### src/core/scd_pkg.sv
// Shared constants, types and decode helpers for the DRAM command decoder.
package scd_pkg;

  localparam int ROW_W  = 13;
  localparam int COL_W  = 10;
  localparam int BANK_N = 4;

  // Mode register layout and reset values.
  localparam int          MR_BL_LSB      = 0;
  localparam int          MR_BT_BIT      = 3;
  localparam logic [12:0] MODE_RESET     = 13'h0000;
  localparam logic [12:0] EXT_MODE_RESET = 13'h0000;
  localparam int          AUTO_CLOSE_BIT = 10;

  // Bank select codes, written as {bank_select_high, bank_select_low}.
  localparam logic [1:0] MR_SEL_BASE = 2'h0;
  localparam logic [1:0] MR_SEL_EXT  = 2'h2;

  // Burst length codes.
  localparam logic [2:0] BL_1    = 3'h0;
  localparam logic [2:0] BL_2    = 3'h1;
  localparam logic [2:0] BL_4    = 3'h2;
  localparam logic [2:0] BL_8    = 3'h3;
  localparam logic [2:0] BL_PAGE = 3'h7;

  // Default bank recovery time after precharge, in clock cycles.
  localparam int PRE_CYCLES_DEF = 3;

  typedef enum logic [3:0] {
    CMD_DESEL = 4'h0,
    CMD_NOP   = 4'h1,
    CMD_ACT   = 4'h2,
    CMD_READ  = 4'h3,
    CMD_WRITE = 4'h4,
    CMD_PRE   = 4'h5,
    CMD_MRS   = 4'h6,
    CMD_BST   = 4'h7,
    CMD_REF   = 4'h8
  } scd_cmd_t;

  typedef enum logic [1:0] {
    BK_IDLE   = 2'h0,
    BK_ACTIVE = 2'h1,
    BK_PRECH  = 2'h3
  } scd_bank_t;

  function automatic scd_cmd_t scd_decode(input logic cs_n, input logic ras_n,
                                          input logic cas_n, input logic we_n);
    if (cs_n) begin
      scd_decode = CMD_DESEL;
    end else begin
      case ({ras_n, cas_n, we_n})
        3'h7:    scd_decode = CMD_NOP;
        3'h3:    scd_decode = CMD_ACT;
        3'h5:    scd_decode = CMD_READ;
        3'h4:    scd_decode = CMD_WRITE;
        3'h2:    scd_decode = CMD_PRE;
        3'h0:    scd_decode = CMD_MRS;
        3'h6:    scd_decode = CMD_BST;
        default: scd_decode = CMD_REF;
      endcase
    end
  endfunction

  function automatic logic [9:0] scd_burst_mask(input logic [2:0] bl);
    case (bl)
      BL_2:    scd_burst_mask = 10'h001;
      BL_4:    scd_burst_mask = 10'h003;
      BL_8:    scd_burst_mask = 10'h007;
      BL_PAGE: scd_burst_mask = 10'h3ff;
      default: scd_burst_mask = 10'h000;
    endcase
  endfunction

  function automatic logic [9:0] scd_beat_col(input logic [9:0] start, input logic [9:0] beat,
                                              input logic [9:0] mask, input logic ilv);
    logic [9:0] off;
    off = ilv ? (start ^ beat) : (start + beat);
    scd_beat_col = (start & ~mask) | (off & mask);
  endfunction

endpackage

### src/core/scd_decoder.sv
// Command decoder with bank state, burst column generator and power state tracking.
// How it works
// - Commands decode from select, row and column strobes and write select at the rising edge; select high deselects.
// - Deselect starts nothing new; a running burst keeps going.
// - No-operation registers nothing and leaves running work alone.
// - Mode load captures the address bits into the register chosen by bank selects.
// - Row strobe low alone activates: bank selects pick bank, address picks row.
// - Column strobe low alone is a column command; write select picks read or write.
// - Each burst moves the programmed length: 1, 2, 4, 8 or a page.
// - Burst columns wrap in an aligned block, sequential or interleaved.
// - Page bursts are sequential only and run until another command ends them.
// - A new read or write to an open bank restarts the burst at full length from its address.
// - Column commands take bank from selects, column from low ten address bits.
// - Auto close precharges the row when a fixed-length burst runs to its end; otherwise it stays open.
// - Write words with mask high are dropped; mask low words are stored.
// - Row strobe and write select low precharge; bank usable a period later.
// - Auto close bit low closes the selected bank, high closes every bank.
// - Precharge to an idle or already closing bank does nothing.
// - Power down asked during a burst becomes clock suspend instead.
// - One-edge-earlier clock enable gates decoding; it and the current level steer power state entry and exit.
`timescale 1ns/1ps
module scd_decoder
  import scd_pkg::*;
#(
  parameter int PRECHARGE_CYCLES = PRE_CYCLES_DEF
) (
  input  wire logic              clk,
  input  wire logic              sys_rst,
  input  wire logic              cke,
  input  wire logic              cs_n,
  input  wire logic              ras_n,
  input  wire logic              cas_n,
  input  wire logic              we_n,
  input  wire logic              dqm,
  input  wire logic              bank_select_low,
  input  wire logic              bank_select_high,
  input  wire logic [ROW_W-1:0]  addr,
  output      logic [3:0]        cmd_seen_ff,
  output      logic [12:0]       mode_reg_ff,
  output      logic [12:0]       ext_mode_reg_ff,
  output      logic [BANK_N-1:0] bank_open,
  output      logic [BANK_N-1:0] bank_precharging,
  output      logic              burst_busy,
  output      logic              access_valid_ff,
  output      logic              access_write_ff,
  output      logic              access_store_ff,
  output      logic [1:0]        access_bank_ff,
  output      logic [COL_W-1:0]  access_col_ff,
  output      logic [ROW_W-1:0]  access_row_ff,
  output      logic              clock_suspend_ff,
  output      logic              power_down_ff,
  output      logic              deep_power_down_ff
);

  logic             cke_prev_ff;
  scd_cmd_t         cmd;
  logic [1:0]       sel_bank;
  logic             auto_close;
  logic [9:0]       cur_mask;
  logic             cur_page;
  logic             cur_ilv;
  logic             col_go;
  logic             stop_now;
  logic             beat_last;
  logic             step;
  logic             auto_end;
  logic [1:0]       end_bank;
  logic             quiet;
  logic             all_idle;
  logic [BANK_N-1:0] bank_ready;
  logic [BANK_N-1:0] bank_act_q;
  scd_bank_t        bank_st_ff [BANK_N];
  logic [7:0]       pre_cnt_ff [BANK_N];
  logic [ROW_W-1:0] row_ff     [BANK_N];

  logic             burst_on_ff;
  logic             burst_wr_ff;
  logic [1:0]       burst_bank_ff;
  logic [9:0]       burst_start_ff;
  logic [9:0]       beat_ff;
  logic [9:0]       burst_mask_ff;
  logic             burst_auto_ff;
  logic             burst_page_ff;
  logic             burst_ilv_ff;

  // The level one edge back gates every command; a low level freezes the internal clock.
  always_ff @(posedge clk) begin
    if (sys_rst) begin
      cke_prev_ff <= 1'b1;
    end else begin
      cke_prev_ff <= cke;
    end
  end

  assign cmd        = cke_prev_ff ? scd_decode(cs_n, ras_n, cas_n, we_n) : CMD_NOP;
  // The bank code carries the low select as its upper bit, as the bank mapping prints it.
  assign sel_bank   = {bank_select_low, bank_select_high};
  assign auto_close = addr[AUTO_CLOSE_BIT];
  assign quiet      = cke_prev_ff && (cmd == CMD_NOP || cmd == CMD_DESEL);

  always_ff @(posedge clk) begin
    if (sys_rst) begin
      cmd_seen_ff <= 4'h0;
    end else begin
      cmd_seen_ff <= cmd;
    end
  end

  // Mode load takes address and bank selects; other select codes are left unused.
  always_ff @(posedge clk) begin
    if (sys_rst) begin
      mode_reg_ff     <= MODE_RESET;
      ext_mode_reg_ff <= EXT_MODE_RESET;
    end else if (cmd == CMD_MRS) begin
      if ({bank_select_high, bank_select_low} == MR_SEL_BASE) begin
        mode_reg_ff <= addr;
      end else if ({bank_select_high, bank_select_low} == MR_SEL_EXT) begin
        ext_mode_reg_ff <= addr;
      end
    end
  end

  assign cur_mask = scd_burst_mask(mode_reg_ff[MR_BL_LSB +: 3]);
  assign cur_page = (mode_reg_ff[MR_BL_LSB +: 3] == BL_PAGE);
  // A page burst ignores the interleave bit, so it always runs sequentially.
  assign cur_ilv  = mode_reg_ff[MR_BT_BIT] && !cur_page;

  // Per bank state: idle, open, or closing with a recovery count.
  generate
    for (genvar i = 0; i < BANK_N; i++) begin : g_bank
      logic pre_hit;
      logic act_hit;
      logic auto_hit;
      assign bank_ready[i] = (bank_st_ff[i] == BK_IDLE) ||
                             (bank_st_ff[i] == BK_PRECH && pre_cnt_ff[i] == 8'h00);
      assign bank_act_q[i] = (bank_st_ff[i] == BK_ACTIVE);
      assign pre_hit  = (cmd == CMD_PRE) && (auto_close || sel_bank == 2'(i));
      assign act_hit  = (cmd == CMD_ACT) && (sel_bank == 2'(i)) && bank_ready[i];
      assign auto_hit = auto_end && (end_bank == 2'(i));
      assign bank_open[i]        = bank_act_q[i];
      assign bank_precharging[i] = (bank_st_ff[i] == BK_PRECH);

      always_ff @(posedge clk) begin
        if (sys_rst) begin
          bank_st_ff[i] <= BK_IDLE;
          pre_cnt_ff[i] <= 8'h00;
        end else begin
          case (bank_st_ff[i])
            BK_IDLE: begin
              if (act_hit) begin
                bank_st_ff[i] <= BK_ACTIVE;
              end
            end
            BK_ACTIVE: begin
              // Only an open bank reacts; closing or idle banks see a no-operation.
              if (pre_hit || auto_hit) begin
                bank_st_ff[i] <= BK_PRECH;
                pre_cnt_ff[i] <= 8'(PRECHARGE_CYCLES - 1);
              end
            end
            default: begin
              if (pre_cnt_ff[i] == 8'h00) begin
                bank_st_ff[i] <= act_hit ? BK_ACTIVE : BK_IDLE;
              end else begin
                pre_cnt_ff[i] <= pre_cnt_ff[i] - 8'h01;
              end
            end
          endcase
        end
      end

      always_ff @(posedge clk) begin
        if (sys_rst) begin
          row_ff[i] <= '0;
        end else if (act_hit) begin
          row_ff[i] <= addr;
        end
      end
    end
  endgenerate

  assign all_idle = &bank_ready;

  // Burst control. A column command to an open bank restarts at full length, even mid-burst.
  assign col_go    = (cmd == CMD_READ || cmd == CMD_WRITE) && bank_act_q[sel_bank];
  assign stop_now  = (cmd == CMD_BST) ||
                     (cmd == CMD_PRE && (auto_close || sel_bank == burst_bank_ff));
  assign beat_last = !burst_page_ff && (beat_ff == burst_mask_ff);
  assign step      = burst_on_ff && cke_prev_ff && !col_go && !stop_now;
  assign auto_end  = (step && beat_last && burst_auto_ff) ||
                     (col_go && cur_mask == 10'h000 && auto_close);
  assign end_bank  = col_go ? sel_bank : burst_bank_ff;
  assign burst_busy = burst_on_ff;

  always_ff @(posedge clk) begin
    if (sys_rst) begin
      burst_on_ff    <= 1'b0;
      burst_wr_ff    <= 1'b0;
      burst_bank_ff  <= 2'h0;
      burst_start_ff <= 10'h000;
      beat_ff        <= 10'h000;
      burst_mask_ff  <= 10'h000;
      burst_auto_ff  <= 1'b0;
      burst_page_ff  <= 1'b0;
      burst_ilv_ff   <= 1'b0;
    end else if (col_go) begin
      burst_on_ff    <= (cur_mask != 10'h000);
      burst_wr_ff    <= (cmd == CMD_WRITE);
      burst_bank_ff  <= sel_bank;
      burst_start_ff <= addr[COL_W-1:0];
      beat_ff        <= 10'h001;
      burst_mask_ff  <= cur_mask;
      burst_auto_ff  <= auto_close;
      burst_page_ff  <= cur_page;
      burst_ilv_ff   <= cur_ilv;
    end else if (stop_now) begin
      burst_on_ff <= 1'b0;
    end else if (step) begin
      beat_ff <= beat_ff + 10'h001;
      if (beat_last) begin
        burst_on_ff <= 1'b0;
      end
    end
  end

  // One access per edge; write mask is sampled in the same edge as its data word.
  always_ff @(posedge clk) begin
    if (sys_rst) begin
      access_valid_ff <= 1'b0;
      access_write_ff <= 1'b0;
      access_store_ff <= 1'b0;
      access_bank_ff  <= 2'h0;
      access_col_ff   <= 10'h000;
      access_row_ff   <= '0;
    end else begin
      access_valid_ff <= col_go || step;
      access_write_ff <= col_go ? (cmd == CMD_WRITE) : burst_wr_ff;
      access_store_ff <= (col_go ? (cmd == CMD_WRITE) : (step && burst_wr_ff)) && !dqm;
      access_bank_ff  <= end_bank;
      access_row_ff   <= row_ff[end_bank];
      if (col_go) begin
        access_col_ff <= addr[COL_W-1:0];
      end else begin
        access_col_ff <= scd_beat_col(burst_start_ff, beat_ff, burst_mask_ff,
                                      burst_ilv_ff);
      end
    end
  end

  // Low power entry on a falling enable; a running burst only suspends its clock.
  always_ff @(posedge clk) begin
    if (sys_rst) begin
      clock_suspend_ff   <= 1'b0;
      power_down_ff      <= 1'b0;
      deep_power_down_ff <= 1'b0;
    end else if (!cke_prev_ff && cke) begin
      clock_suspend_ff   <= 1'b0;
      power_down_ff      <= 1'b0;
      deep_power_down_ff <= 1'b0;
    end else if (cke_prev_ff && !cke) begin
      if (burst_on_ff) begin
        clock_suspend_ff <= 1'b1;
      end else if (cmd == CMD_BST && all_idle) begin
        deep_power_down_ff <= 1'b1;
      end else if (cmd == CMD_NOP || cmd == CMD_DESEL) begin
        power_down_ff <= 1'b1;
      end
    end
  end

  mrs_capture_a: assert property (@(posedge clk) disable iff (sys_rst)
    (cmd == CMD_MRS && {bank_select_high, bank_select_low} == MR_SEL_BASE)
      |=> mode_reg_ff == $past(addr))
    else $error("mode load did not capture the address");

  act_open_a: assert property (@(posedge clk) disable iff (sys_rst)
    (cmd == CMD_ACT && sel_bank == 2'h1 && bank_ready[1])
      |=> bank_open[1] && row_ff[1] == $past(addr))
    else $error("activate did not open bank one with its row");

  pre_all_a: assert property (@(posedge clk) disable iff (sys_rst)
    (cmd == CMD_PRE && auto_close && bank_act_q[2]) |=> bank_precharging[2])
    else $error("precharge all left bank two open");

  pre_idle_a: assert property (@(posedge clk) disable iff (sys_rst)
    (cmd == CMD_PRE && bank_st_ff[0] == BK_IDLE && !(cmd == CMD_ACT))
      |=> !bank_open[0])
    else $error("precharge to an idle bank changed its state");

  col_start_a: assert property (@(posedge clk) disable iff (sys_rst)
    col_go |=> access_valid_ff && access_col_ff == $past(addr[COL_W-1:0]))
    else $error("column command did not present its start column");

  burst_four_a: assert property (@(posedge clk) disable iff (sys_rst)
    (col_go && cur_mask == 10'h003) ##1 (quiet && bank_act_q[burst_bank_ff])[*3]
      |=> !burst_on_ff && access_valid_ff)
    else $error("burst of four did not end after four words");

  store_mask_a: assert property (@(posedge clk) disable iff (sys_rst)
    access_store_ff |-> access_write_ff && !$past(dqm))
    else $error("a masked or read word was stored");

  page_run_a: assert property (@(posedge clk) disable iff (sys_rst)
    (burst_on_ff && burst_page_ff && quiet) |=> burst_on_ff)
    else $error("page burst stopped by itself");

  suspend_a: assert property (@(posedge clk) disable iff (sys_rst)
    (burst_on_ff && cke_prev_ff && !cke) |=> clock_suspend_ff && !power_down_ff)
    else $error("power down entered during a burst");

  frozen_a: assert property (@(posedge clk) disable iff (sys_rst)
    !cke_prev_ff |=> !access_valid_ff)
    else $error("access issued while the internal clock was frozen");

  desel_run_a: assert property (@(posedge clk) disable iff (sys_rst)
    (cmd == CMD_DESEL && burst_on_ff) |=> access_valid_ff)
    else $error("deselect stopped a running burst");

  quiet_hold_a: assert property (@(posedge clk) disable iff (sys_rst)
    (cmd == CMD_NOP || cmd == CMD_DESEL)
      |=> mode_reg_ff == $past(mode_reg_ff) && ext_mode_reg_ff == $past(ext_mode_reg_ff))
    else $error("an idle command changed a mode register");

  auto_close_a: assert property (@(posedge clk) disable iff (sys_rst)
    (auto_end && end_bank == 2'h3) |=> bank_precharging[3])
    else $error("auto close left bank three open");

  pre_period_a: assert property (@(posedge clk) disable iff (sys_rst)
    (cmd == CMD_PRE && !auto_close && sel_bank == 2'h2 && bank_act_q[2])
      |-> ##PRECHARGE_CYCLES bank_ready[2])
    else $error("bank two not usable one precharge period after precharge");

  bst_stop_a: assert property (@(posedge clk) disable iff (sys_rst)
    (cmd == CMD_BST && burst_on_ff) |=> !burst_on_ff && !access_valid_ff)
    else $error("burst stop did not end the burst");

endmodule

### config.mk
export PLATFORM = sky130hd
export DESIGN_NAME = scd_decoder
export DESIGN_NICKNAME = d
export VERILOG_FILES = /design/src/core/scd_pkg.sv /design/src/core/scd_decoder.sv
export SDC_FILE = /design/constraint.sdc
export NUM_CORES = 1
export LEC_CHECK = 0
export BUFFER_PORTS_ARGS = -buffer_cell sky130_fd_sc_hd__buf_2
export CAP_MARGIN = 25
export CORE_MARGIN = 1
export CORE_UTILIZATION = 50
export CTS_CLUSTER_DIAMETER = 30
export DETAILED_ROUTE_END_ITERATION = 7
export PLACE_DENSITY = 0.7
export SYNTH_ARGS = -nofsm -noshare
export SYNTH_HDL_FRONTEND = slang
export SYNTH_SLANG_ARGS = --single-unit
export TNS_END_PERCENT = 5
### constraint.sdc
create_clock -name clk -period 4.6 [get_ports clk]
set_clock_uncertainty 0.2 [all_clocks]
set_input_delay 0.46 -clock clk [delete_from_list [all_inputs] [get_ports clk]]
set_output_delay 0.46 -clock clk [all_outputs]
set_load 0.02 [all_outputs]
==> qor.yml, run 1 <==
outcome: "complete, no violations"
p_leak_nw: 3.952
ys_seq_elements: 181
cp-start-kind: "flop"
syn_to_final_growth_pct: 14.35
layout-drive-gt1-share_pct: 18.68
worstPathRequired_ns: 4.49
path_clk_slew_ns: 0.06
nets: 923
drt.antenna.violating_nets: 0
ys_types: 66
reg2reg_depth: 7
layout_commonest_cell: "nor2_1"
setup_viol: 0
crit_arrival_ns: 3.14
ys_seq_area_share_pct: 53.24
hold_class: "in -> reg"
cap_violations: 0
rr_endpoint: "pre_cnt_ff[2][1]"
synth_edf_count: 92
clkLatencyLatePin_ns: 0.43
ios: 93
cp-end-kind: "flop"
start_util_pct: 51.29
grt_pass1_wl_microns: 30200
wl_per_cell_microns: 16.54
tritoncts: "done"
worst_slew_pin_slew_ns: 0.9729
gr-total-overflow: 0
grt_max_degree: 83
dieArea_sq_mm: 0.01760
synth_compound_area_share_pct: 8.458
post_cts_resized: 0
synth_xor_area_share_pct: 4.412
fmax_mhz: 307.3
first_pass_iters: 5
crit_fanout: 15
synth_top_area_cell: "edfxtp_1"
r2r_start: "bank_st_ff[3][0]"
synth_area_leaders: "edfxtp_1, dfxtp_1, nor2_1"
diodes: 0
place_congestion: 0.8002
placementRows: 47
drtIter0Drc: 517
detailed_place_hpwl_microns: 12770
worstSetupPathType: "reg -> reg"
cts_max_level: 4
grt_setup_unrepaired: "false"
synthCells: 803
vias: 6058
slew_headroom_pct: 34.90
tns_ns: 0
synth_top_family_by_area: "simple AND/OR/NAND/NOR gates"
min_path_cells: 2
antenna_found_initial: 0
hold_path_end: "cke_prev_ff"
synth_fa_ha_area_share_pct: 2.990
peakVddDrop_mv: 0.2852
via_per_inst: 5.438
routed_wl_microns: 18430
synth-simple-area-share_pct: 19.89
track_usage_pct: 22.06
finalCritPeriodShare_pct: 70.74
synth_fp_nets: 845
maxSlewViolCount: 0
post-cts-setup-buffers: 0
cts_buffer_depth: 2
hold_violations: 0
muxShareOfSynthArea_pct: 7.916
fin_crit_ns: 3.254
syn-cell-area_sq_mm: 0.008536
yosysWarningCount: 0
drc_errors: 0
root_buffer: "clkbuf_16"
die_h_microns: 132.7
cts_sinks: 181
numCtsBuffers: 17
final_util_pct: 58.65
grt_pass1_vias: 5850
synthFlopType: "edfxtp_1"
rrSetupSlack_ns: 1.35
synth.avg_cell_area_sq_um: 10.63
synth_top_cell_area_share_pct: 32.37
power_density_mw_per_mm2: 360.5
synthArstFlopShare_pct: 0
core-area_sq_mm: 0.01664
layout_common_cells: "nor2_1, edfxtp_1, buf_2"
fp.dieW_microns: 132.7
io_buffers: 92
hp-start: "cke"
-- cell usage after synthesis (4+ instances only) --
| cell | n |
|---|---|
| mux2_2 | 4 |
| and2_1 | 43 |
| o22ai_1 | 4 |
| o211ai_1 | 7 |
| clkbuf_1 | 25 |
| dfxtp_1 | 89 |
| a21oi_1 | 45 |
| nor3_1 | 12 |
| nand2b_1 | 5 |
| inv_1 | 22 |
| or4_1 | 6 |
| nand3b_1 | 7 |
| nor4_1 | 7 |
| or2_2 | 7 |
| ha_1 | 18 |
| xnor2_1 | 28 |
| or3_1 | 5 |
| mux2i_1 | 30 |
| a211oi_1 | 4 |
| mux4_2 | 14 |
| edfxtp_1 | 92 |
| a211o_1 | 4 |
| nand2_1 | 66 |
| nor2b_1 | 7 |
| buf_2 | 6 |
| and3_1 | 30 |
| o21ai_0 | 16 |
| buf_1 | 4 |
| nand4_1 | 4 |
| nor2_1 | 103 |
| nand3_1 | 20 |
| a21o_1 | 6 |
| xor2_1 | 15 |
-- flip-flops by register name (all words and copies together), names as in the netlist, 2 cells and up --
name / cells
mode_reg_ff: 13
beat_ff: 10
pre_cnt_ff: 32
cmd_seen_ff: 4
bank_st_ff: 8
access_col_ff: 10
ext_mode_reg_ff: 13
burst_mask_ff: 3
access_row_ff: 13
access_bank_ff: 2
burst_start_ff: 10
row_ff: 52
-- layer usage --
| metal | up-vias | wire length (microns) | track usage [%] |
|---|---|---|---|
| li1 | 3005 | - | - |
| met1 | 2903 | 8515 | 29.76 |
| met4 | 0 | 221 | 6.513 |
| met3 | 17 | 856 | 4.789 |
| met5 | - | 0 | 0 |
| met2 | 133 | 8834 | 35.70 |
-- final cells by class --
cell class              instances  area (sq um)
clock buffers                  22         508.0
well taps                     220         275.3
repair buffers                 99         515.5
fillers                      1371          6882
inverters                      22         82.58
flip-flops and latches        181          4544
clock inverters                10         100.1
multi-input cells             560          3735
-- per-stage QoR --
step	total power [mW]	setup WS, ns	cells	instance area (sq um)	hold slack, ns
6_report	3.518	1.346	1114	9761	0.1021
5_1_grt	3.641	1.174	1114	9761	0.09810
4_1_cts	3.538	1.344	1114	9761	0.08810
3_5_place_dp	2.081	1.212	1081	9143	0.2681
3_3_place_gp	2.075	1.265	1081	9143	0.2604
2_1_floorplan	1.996	1.551	803	8536	0.2503
-- cell families (layout without fill, tap and decap cells) --
family | count (synthesis) | in the layout
buffers and inverters | 62 | 153
AO/OA/AOI/OAI | 111 | 111
AND/OR/NAND/NOR | 337 | 337
XOR/XNOR | 43 | 43
flip-flops | 181 | 181
multiplexers | 49 | 49
adder cells (fa/ha/maj) | 20 | 20
-- where the power goes --
| part | switching, mW | total, mW | internal, mW | leakage, nW |
|---|---|---|---|---|
| clock | 0.618 | 1.47 | 0.853 | 0.303 |
| combinational | 0.164 | 0.262 | 0.0972 | 1.97 |
| sequential | 0.0339 | 1.79 | 1.75 | 1.68 |
| total | 0.817 | 3.52 | 2.70 | 3.95 |
-- critical path, cell delays in order, from the launching register on --
cell	delay, ns
edfxtp_1	0.43
and2b_1	0.25
mux4_2	0.53
nand2_1	0.13
mux2_4	0.44
o31ai_1	0.42
nand2_1	0.18
nand3_1	0.34
-- repair_timing --
item / CTS / global route
hold buffers: 1 / 0
endpoints found under the hold margin: 1 / 0
endpoints found under the setup margin: 0 / 0
-- worst max-delay path by stage --
stage / startpoint / endpoint / slack [ns]
floorplan: bank_st_ff[3][0] / pre_cnt_ff[0][0] / 1.55
global placement: bank_select_high / pre_cnt_ff[2][5] / 1.26
detailed placement: bank_select_high / pre_cnt_ff[2][4] / 1.21
CTS: bank_st_ff[3][0] / pre_cnt_ff[2][1] / 1.34
global route: bank_st_ff[3][0] / pre_cnt_ff[3][0] / 1.17
finish: bank_st_ff[3][0] / pre_cnt_ff[2][1] / 1.35
No activity file was read; power rests on OpenSTA's default activity.
==> run 2, diff against run 1 <==
--- a/config.mk
+++ b/config.mk
@@ -5,6 +5,7 @@
 export SDC_FILE = /design/constraint.sdc
 export NUM_CORES = 1
 export LEC_CHECK = 0
+export ABC_AREA = 1
 export BUFFER_PORTS_ARGS = -buffer_cell sky130_fd_sc_hd__buf_2
 export CAP_MARGIN = 25
 export CORE_MARGIN = 1
==> constraint.sdc (replaced) <==
create_clock -name clk -period 3.1 [get_ports clk]
set_clock_uncertainty 0.2 [all_clocks]
set_input_delay 0.31 -clock clk [delete_from_list [all_inputs] [get_ports clk]]
set_output_delay 0.31 -clock clk [all_outputs]
set_load 0.02 [all_outputs]
==> run 2 against run 1 <==
Effect of this change: count of clock-buffer cells in the layout decreased by 4; final cell count grew 15%; via count increased by 11%; critical path type unchanged; synthesized cell count up 18%; area after synthesis rose by 2.2%; register-to-register slack got worse by 1.0 ns; first-iteration DRC count shrank 28%; sequential share of layout area fell by 1.5 points; wire length is 6.9% higher; critical endpoint is now pre_cnt_ff[1][6]; core utilization up 1.3 points; global-route usage grew 1.2 points; highest routed layer unchanged.
==> qor.yml, run 2 <==
worstSetupPathType: "reg -> reg"
syn_to_final_growth_pct: 15.66
drc_errors: 0  # unchanged
cp-startpoint: "bank_st_ff[1][1]"
synth_edf_count: 92  # unchanged
multiInputGateArea_sq_mm: 0.003563  # -4.6%
synth_fp_nets: 988  # +17%
synth.avg_cell_area_sq_um: 9.221  # -13%
synthFlopType: "edfxtp_1"
rrSetupSlack_ns: 0.31  # -1.03 ns
cp-end-kind: "flop"
clkLatencyLatePin_ns: 0.44  # about the same
ys_types: 54  # -18%
first_pass_iters: 5  # unchanged
synthCells: 946  # +18%
worst_slew_pin_slew_ns: 0.7023  # -0.2707 ns
ys_seq_area_share_pct: 52.09  # -1.1 points
maxSlewViolCount: 0  # unchanged
gr-total-overflow: 0  # unchanged
reg_top3: "row_ff x52, pre_cnt_ff x32"
r2r_start: "bank_st_ff[1][1]"
path_clk_slew_ns: 0.07  # about the same
grt_max_degree: 30  # -64%
syn-cell-area_sq_mm: 0.008723  # +2.2%
fmax_mhz: 359.0  # +17%
synth_common_cells: "nand2_1, nor2_1, inv_1"
grt_pass1_vias: 6601  # +13%
largest_reg_flops: 52  # unchanged
diodes: 0  # unchanged
worst_hold_slack_ns: 0.01942  # -0.08263 ns
fp.dieW_microns: 134.1  # +1.1%
setup_viol: 0  # unchanged
nets: 1093  # +18%
drt.antenna.violating_nets: 0  # unchanged
root_buffer: "clkbuf_16"
numCtsBuffers: 17  # unchanged
cap_violations: 0  # unchanged
synth_area_leaders: "edfxtp_1, dfxtp_1, nand2_1"
worstPathRequired_ns: 2.99  # -1.50 ns
peakVddDrop_mv: 0.4071  # +43%
cts_max_level: 4  # unchanged
routed_wl_microns: 19700  # +6.9%
synth_top_area_cell: "edfxtp_1"
tns_ns: 0  # unchanged
placementRows: 47  # unchanged
largest-register: "row_ff"
hold_class: "in -> reg"
antenna_found_initial: 0  # unchanged
drtIter0Drc: 374  # -28%
layout-drive-gt1-share_pct: 20.96  # +2.3 points
power_density_mw_per_mm2: 523.8  # +45%
start_util_pct: 51.87  # +0.58 points
die_h_microns: 134.1  # +1.1%
vias: 6730  # +11%
io_buffers: 92  # unchanged
slew_headroom_pct: 53.05  # +18 points
crit_arrival_ns: 2.67  # -0.47 ns
detailed_place_hpwl_microns: 14010  # +9.7%
track_usage_pct: 23.21  # +1.2 points
ys_seq_elements: 181  # unchanged
cts_buffer_depth: 2  # unchanged
layout_commonest_cell: "nand2_1"
finalCritPeriodShare_pct: 89.85  # +19 points
register_area_sq_mm: 0.004544  # unchanged
grt_setup_unrepaired: "false"
cp-start-kind: "flop"
dieArea_sq_mm: 0.01798  # +2.2%
layout_common_cells: "nand2_1, nor2_1, inv_1"
outcome: "complete, no violations"
place_congestion: 0.8574  # +7.1%
fin_crit_ns: 2.785  # -0.4687 ns
synthArstFlopShare_pct: 0  # unchanged
synth_top_cell_area_share_pct: 31.67  # -0.70 points
core-area_sq_mm: 0.01682  # +1.1%
cts_sinks: 181  # unchanged
hold_violations: 0  # unchanged
p_leak_nw: 4.432  # +12%
crit_fanout: 15  # unchanged
tritoncts: "done"
nFillCells: 1448  # +5.6%
via_per_inst: 5.241  # -3.6%
ios: 93  # unchanged
reg2reg_depth: 15  # +8
rr_endpoint: "pre_cnt_ff[1][6]"
crit_path_end: "pre_cnt_ff[1][6]"
wl_per_cell_microns: 15.34  # -7.3%
yosysWarningCount: 0  # unchanged
yosysMostFrequentCell: "nand2_1"
grt_pass1_wl_microns: 32490  # +7.6%
## run 2: changes by cell type in the layout (fill, tap and decap cells not counted), moves of 29 or more
cell / delta
o21ai_0: +45
and3_1: -30
mux2i_1: -29
and2_1: -43
a21oi_1: +30
inv_1: +91
nand2_1: +75
## run 2: worst min-delay path by stage
stage                     startpoint                end  slack (ns)  cells after the start
global route                 addr[6]  burst_start_ff[6]        0.02                      3
finish                       addr[6]   access_col_ff[6]        0.02                      3
detailed placement     power_down_ff      power_down_ff        0.24                      2
global placement    clock_suspend_ff   clock_suspend_ff        0.23                      2
floorplan                        dqm    access_store_ff        0.18                      1
CTS                          addr[6]   access_col_ff[6]        0.01                      3
## run 2: kinds of logic after synthesis
family,after synthesis,share of synthesized area (%)
mux,1,0.1147
buf+inv,147,7.057
simple gates,382,21.43
flops,181,52.09
xor+xnor,20,2.008
fa+ha+maj,19,2.811
compound gates,196,14.49
## run 2: area by class of cell
| class | count | area share, % |
|---|---|---|
| sequential | 181 | 45.04 |
| clock buffer | 18 | 4.464 |
| multi-input combinational | 618 | 35.32 |
| inverter | 120 | 4.489 |
| clock inverter | 14 | 1.587 |
| tap | 220 | 2.728 |
| timing repair buffer | 113 | 6.374 |
## run 2: per-stage QoR
stage / area (sq um) / utilization [%] / setup WS [ns] / power [mW] / cells
floorplan: 8723 / - / 0.4406 / 3.007 / 946
global placement: 9379 / 55.77 / 0.3207 / 3.124 / 1242
detailed placement: 9379 / 55.77 / 0.2643 / 3.132 / 1242
CTS: 10090 / 59.99 / 0.3136 / 5.307 / 1284
global route: 10090 / 59.99 / 0.09436 / 5.456 / 1284
finish: 10090 / 59.99 / 0.3148 / 5.285 / 1284
## run 2: power breakdown
| part | switching, mW | internal (mW) |
|---|---|---|
| Sequential | 0.0475 | 2.60 |
| Combinational | 0.300 | 0.143 |
| Clock | 1.00 | 1.19 |
## run 2: worst max-delay path: stages, from the launching register on
cell and delay, ns:
edfxtp_1 0.42, nor2_2 0.25, nand2_1 0.08, nand2_1 0.09, inv_1 0.04, nand2_1 0.10
nand3_4 0.13, nand2_8 0.21, inv_4 0.09, nand2_2 0.11, nand2_8 0.08, nor2_8 0.08
nand2_1 0.05, nand2_1 0.07, nand2_2 0.09, nand3_1 0.34
## run 2: routing by layer
| metal | global-route usage (%) | routed length, microns | part of all wire (%) |
|---|---|---|---|
| met1 | 29.51 | 8937 | 45 |
| met2 | 39.03 | 9538 | 48 |
| met3 | 4.837 | 895 | 4.5 |
| met4 | 8.489 | 327 | 1.7 |
| met5 | 0 | 0 | 0 |
## run 2: repair_timing
item	in CTS	in global routing
setup buffers	0	0
hold buffers	10	0
endpoints found under the hold margin	16	0
gates resized for setup	0	0
==> run 3, diff against run 2 <==
--- a/config.mk
+++ b/config.mk
@@ -5,7 +5,7 @@
 export SDC_FILE = /design/constraint.sdc
 export NUM_CORES = 1
 export LEC_CHECK = 0
-export ABC_AREA = 1
+export ABC_AREA = 0
 export BUFFER_PORTS_ARGS = -buffer_cell sky130_fd_sc_hd__buf_2
 export CAP_MARGIN = 25
 export CORE_MARGIN = 1
==> run 3 against run 2 <==
Effect of this change: worst setup slack lost 0.13 ns; power fell by 0.28%; hold slack improved by 0.0054 ns; via count shrank 8.3%; largest cell class unchanged; highest routed layer unchanged; global-route usage is 0.85 points lower; core utilization grew 0.065 points; cell area shrank 0.94%; first-iteration DRC count increased by 14%; die area shrank 2.1%; combinational power down 7.2%; maximum frequency shrank 4.6%.
==> qor.yml, run 3 (synthesis gave the netlist of run 1 again) <==
largest_reg_flops: 52  # unchanged
rrSetupSlack_ns: 0.18  # -0.13 ns
setup_viol: 0  # unchanged
post-cts-setup-buffers: 0  # unchanged
fin_total_pwr_mw: 5.270  # -0.28%
hold_violations: 0  # unchanged
r2r_start: "pre_cnt_ff[1][2]"
cp-start-kind: "flop"
layout-drive-gt1-share_pct: 21.00  # +0.037 points
cp-startpoint: "pre_cnt_ff[1][2]"
tns_ns: 0  # unchanged
largest-register: "row_ff"
first_pass_iters: 4  # -1
grt_setup_unrepaired: "false"
vias: 6170  # -8.3%
worst_slew_pin_slew_ns: 0.5392  # -0.1630 ns
nets: 953  # -13%
path_clk_slew_ns: 0.07  # about the same
drt.antenna.violating_nets: 0  # unchanged
gr-total-overflow: 0  # unchanged
start_util_pct: 51.29  # -0.58 points
die_h_microns: 132.7  # -1.1%
fmax_mhz: 342.6  # -4.6%
grt_pass1_wl_microns: 30710  # -5.5%
drc_errors: 0  # unchanged
wl_per_cell_microns: 16.26  # +6.0%
place_ws_ns: 0.1599  # -0.1044 ns
cp-end-kind: "flop"
via_per_inst: 5.393  # +2.9%
cts_buffer_depth: 2  # unchanged
power_density_mw_per_mm2: 527.3  # +0.67%
crit_fanout: 13  # -2
grt_pass1_vias: 6063  # -8.2%
tritoncts: "done"
detailed_place_hpwl_microns: 12780  # -8.8%
p_leak_nw: 4.097  # -7.6%
fin_crit_ns: 2.919  # +0.1335 ns
ios: 93  # unchanged
cts_max_level: 4  # unchanged
reg_top3: "row_ff x52, pre_cnt_ff x32"
final_area_sq_mm: 0.009995  # -0.94%
clkLatencyLatePin_ns: 0.43  # about the same
layout_common_cells: "nor2_1, edfxtp_1, buf_2"
worst_hold_slack_ns: 0.02483  # +0.005405 ns
outcome: "complete, no violations"
routed_wl_microns: 18600  # -5.6%
antenna_found_initial: 0  # unchanged
drtIter0Drc: 425  # +14%
syn_to_final_growth_pct: 17.09
placementRows: 47  # unchanged
layout_commonest_cell: "nor2_1"
crit_path_end: "row_ff[1][3]"
diodes: 0  # unchanged
peakVddDrop_mv: 0.4150  # +2.0%
rr_endpoint: "row_ff[1][3]"
numCtsBuffers: 17  # unchanged
hold_class: "in -> reg"
maxSlewViolCount: 0  # unchanged
root_buffer: "clkbuf_16"
crit_arrival_ns: 3.02  # +0.35 ns
track_usage_pct: 22.36  # -0.85 points
place_congestion: 0.8181  # -4.6%
cts_sinks: 181  # unchanged
setup_ws_ns: 0.1813  # -0.1335 ns
worstPathRequired_ns: 3.20  # +0.21 ns
grt_max_degree: 54  # +80%
dieArea_sq_mm: 0.01760  # -2.1%
fp.dieW_microns: 132.7  # -1.1%
worstSetupPathType: "reg -> reg"
slew_headroom_pct: 63.72  # +11 points
finalCritPeriodShare_pct: 94.15  # +4.3 points
place_area_sq_mm: 0.009345  # -0.36%
nFillCells: 1369  # -5.5%
reg2reg_depth: 6  # -9
io_buffers: 92  # unchanged
cap_violations: 0  # unchanged
core-area_sq_mm: 0.01664  # -1.0%
-- run 3: final cells by class --
type / instances / area [sq um] / area share, %
flip-flops and latches: 181 / 4544 / 45.47
multi-input cells: 560 / 3740 / 37.42
repair buffers: 129 / 748.2 / 7.486
clock buffers: 20 / 436.7 / 4.369
well taps: 220 / 275.3 / 2.754
clock inverters: 12 / 167.7 / 1.678
inverters: 22 / 82.58 / 0.8262
-- run 3: timing repair --
item                       in CTS  in global routing
gates resized for setup         0                  1
hold buffers                    4                  0
setup endpoints to repair       0                  8
hold endpoints to repair        4                  0
-- run 3: worst max-delay path: stages, from the launching register on --
cell	delay, ns
edfxtp_1	0.43
or4_1	0.58
or4b_1	0.57
o21ai_1	0.23
nand3_1	0.20
nor2_2	0.38
and2_1	0.19
-- run 3: how the worst min path moves through the flow --
| stage | to | cells past startpoint | startpoint |
|---|---|---|---|
| finish | cmd_seen_ff[2] | 2 | we_n |
| global route | cmd_seen_ff[2] | 2 | we_n |
| CTS | cmd_seen_ff[2] | 2 | we_n |
| detailed placement | clock_suspend_ff | 2 | clock_suspend_ff |
| global placement | burst_start_ff[9] | 2 | burst_start_ff[9] |
| floorplan | access_store_ff | 1 | dqm |
-- run 3: stage by stage --
step                      instances  utilization (%)
final                          1144            60.06
after global routing           1144            60.06
after CTS                      1144            60.03
after detailed placement       1108            56.15
after global placement         1108            56.15
after floorplan                 803                -
-- run 3: power by group --
group          internal, mW  switching, mW
clock network          1.29          0.925
logic                 0.161          0.250
registers              2.60         0.0476
-- run 3: metal layers --
metal  GRT usage [%]  share of wire [%]  vias to the layer above
met1           29.91                 47                     2954
met3           4.598                4.0                       17
met4           6.322                1.2                        0
li1                -                  -                     3065
met5               0                  0                        -
met2           36.81                 48                      134
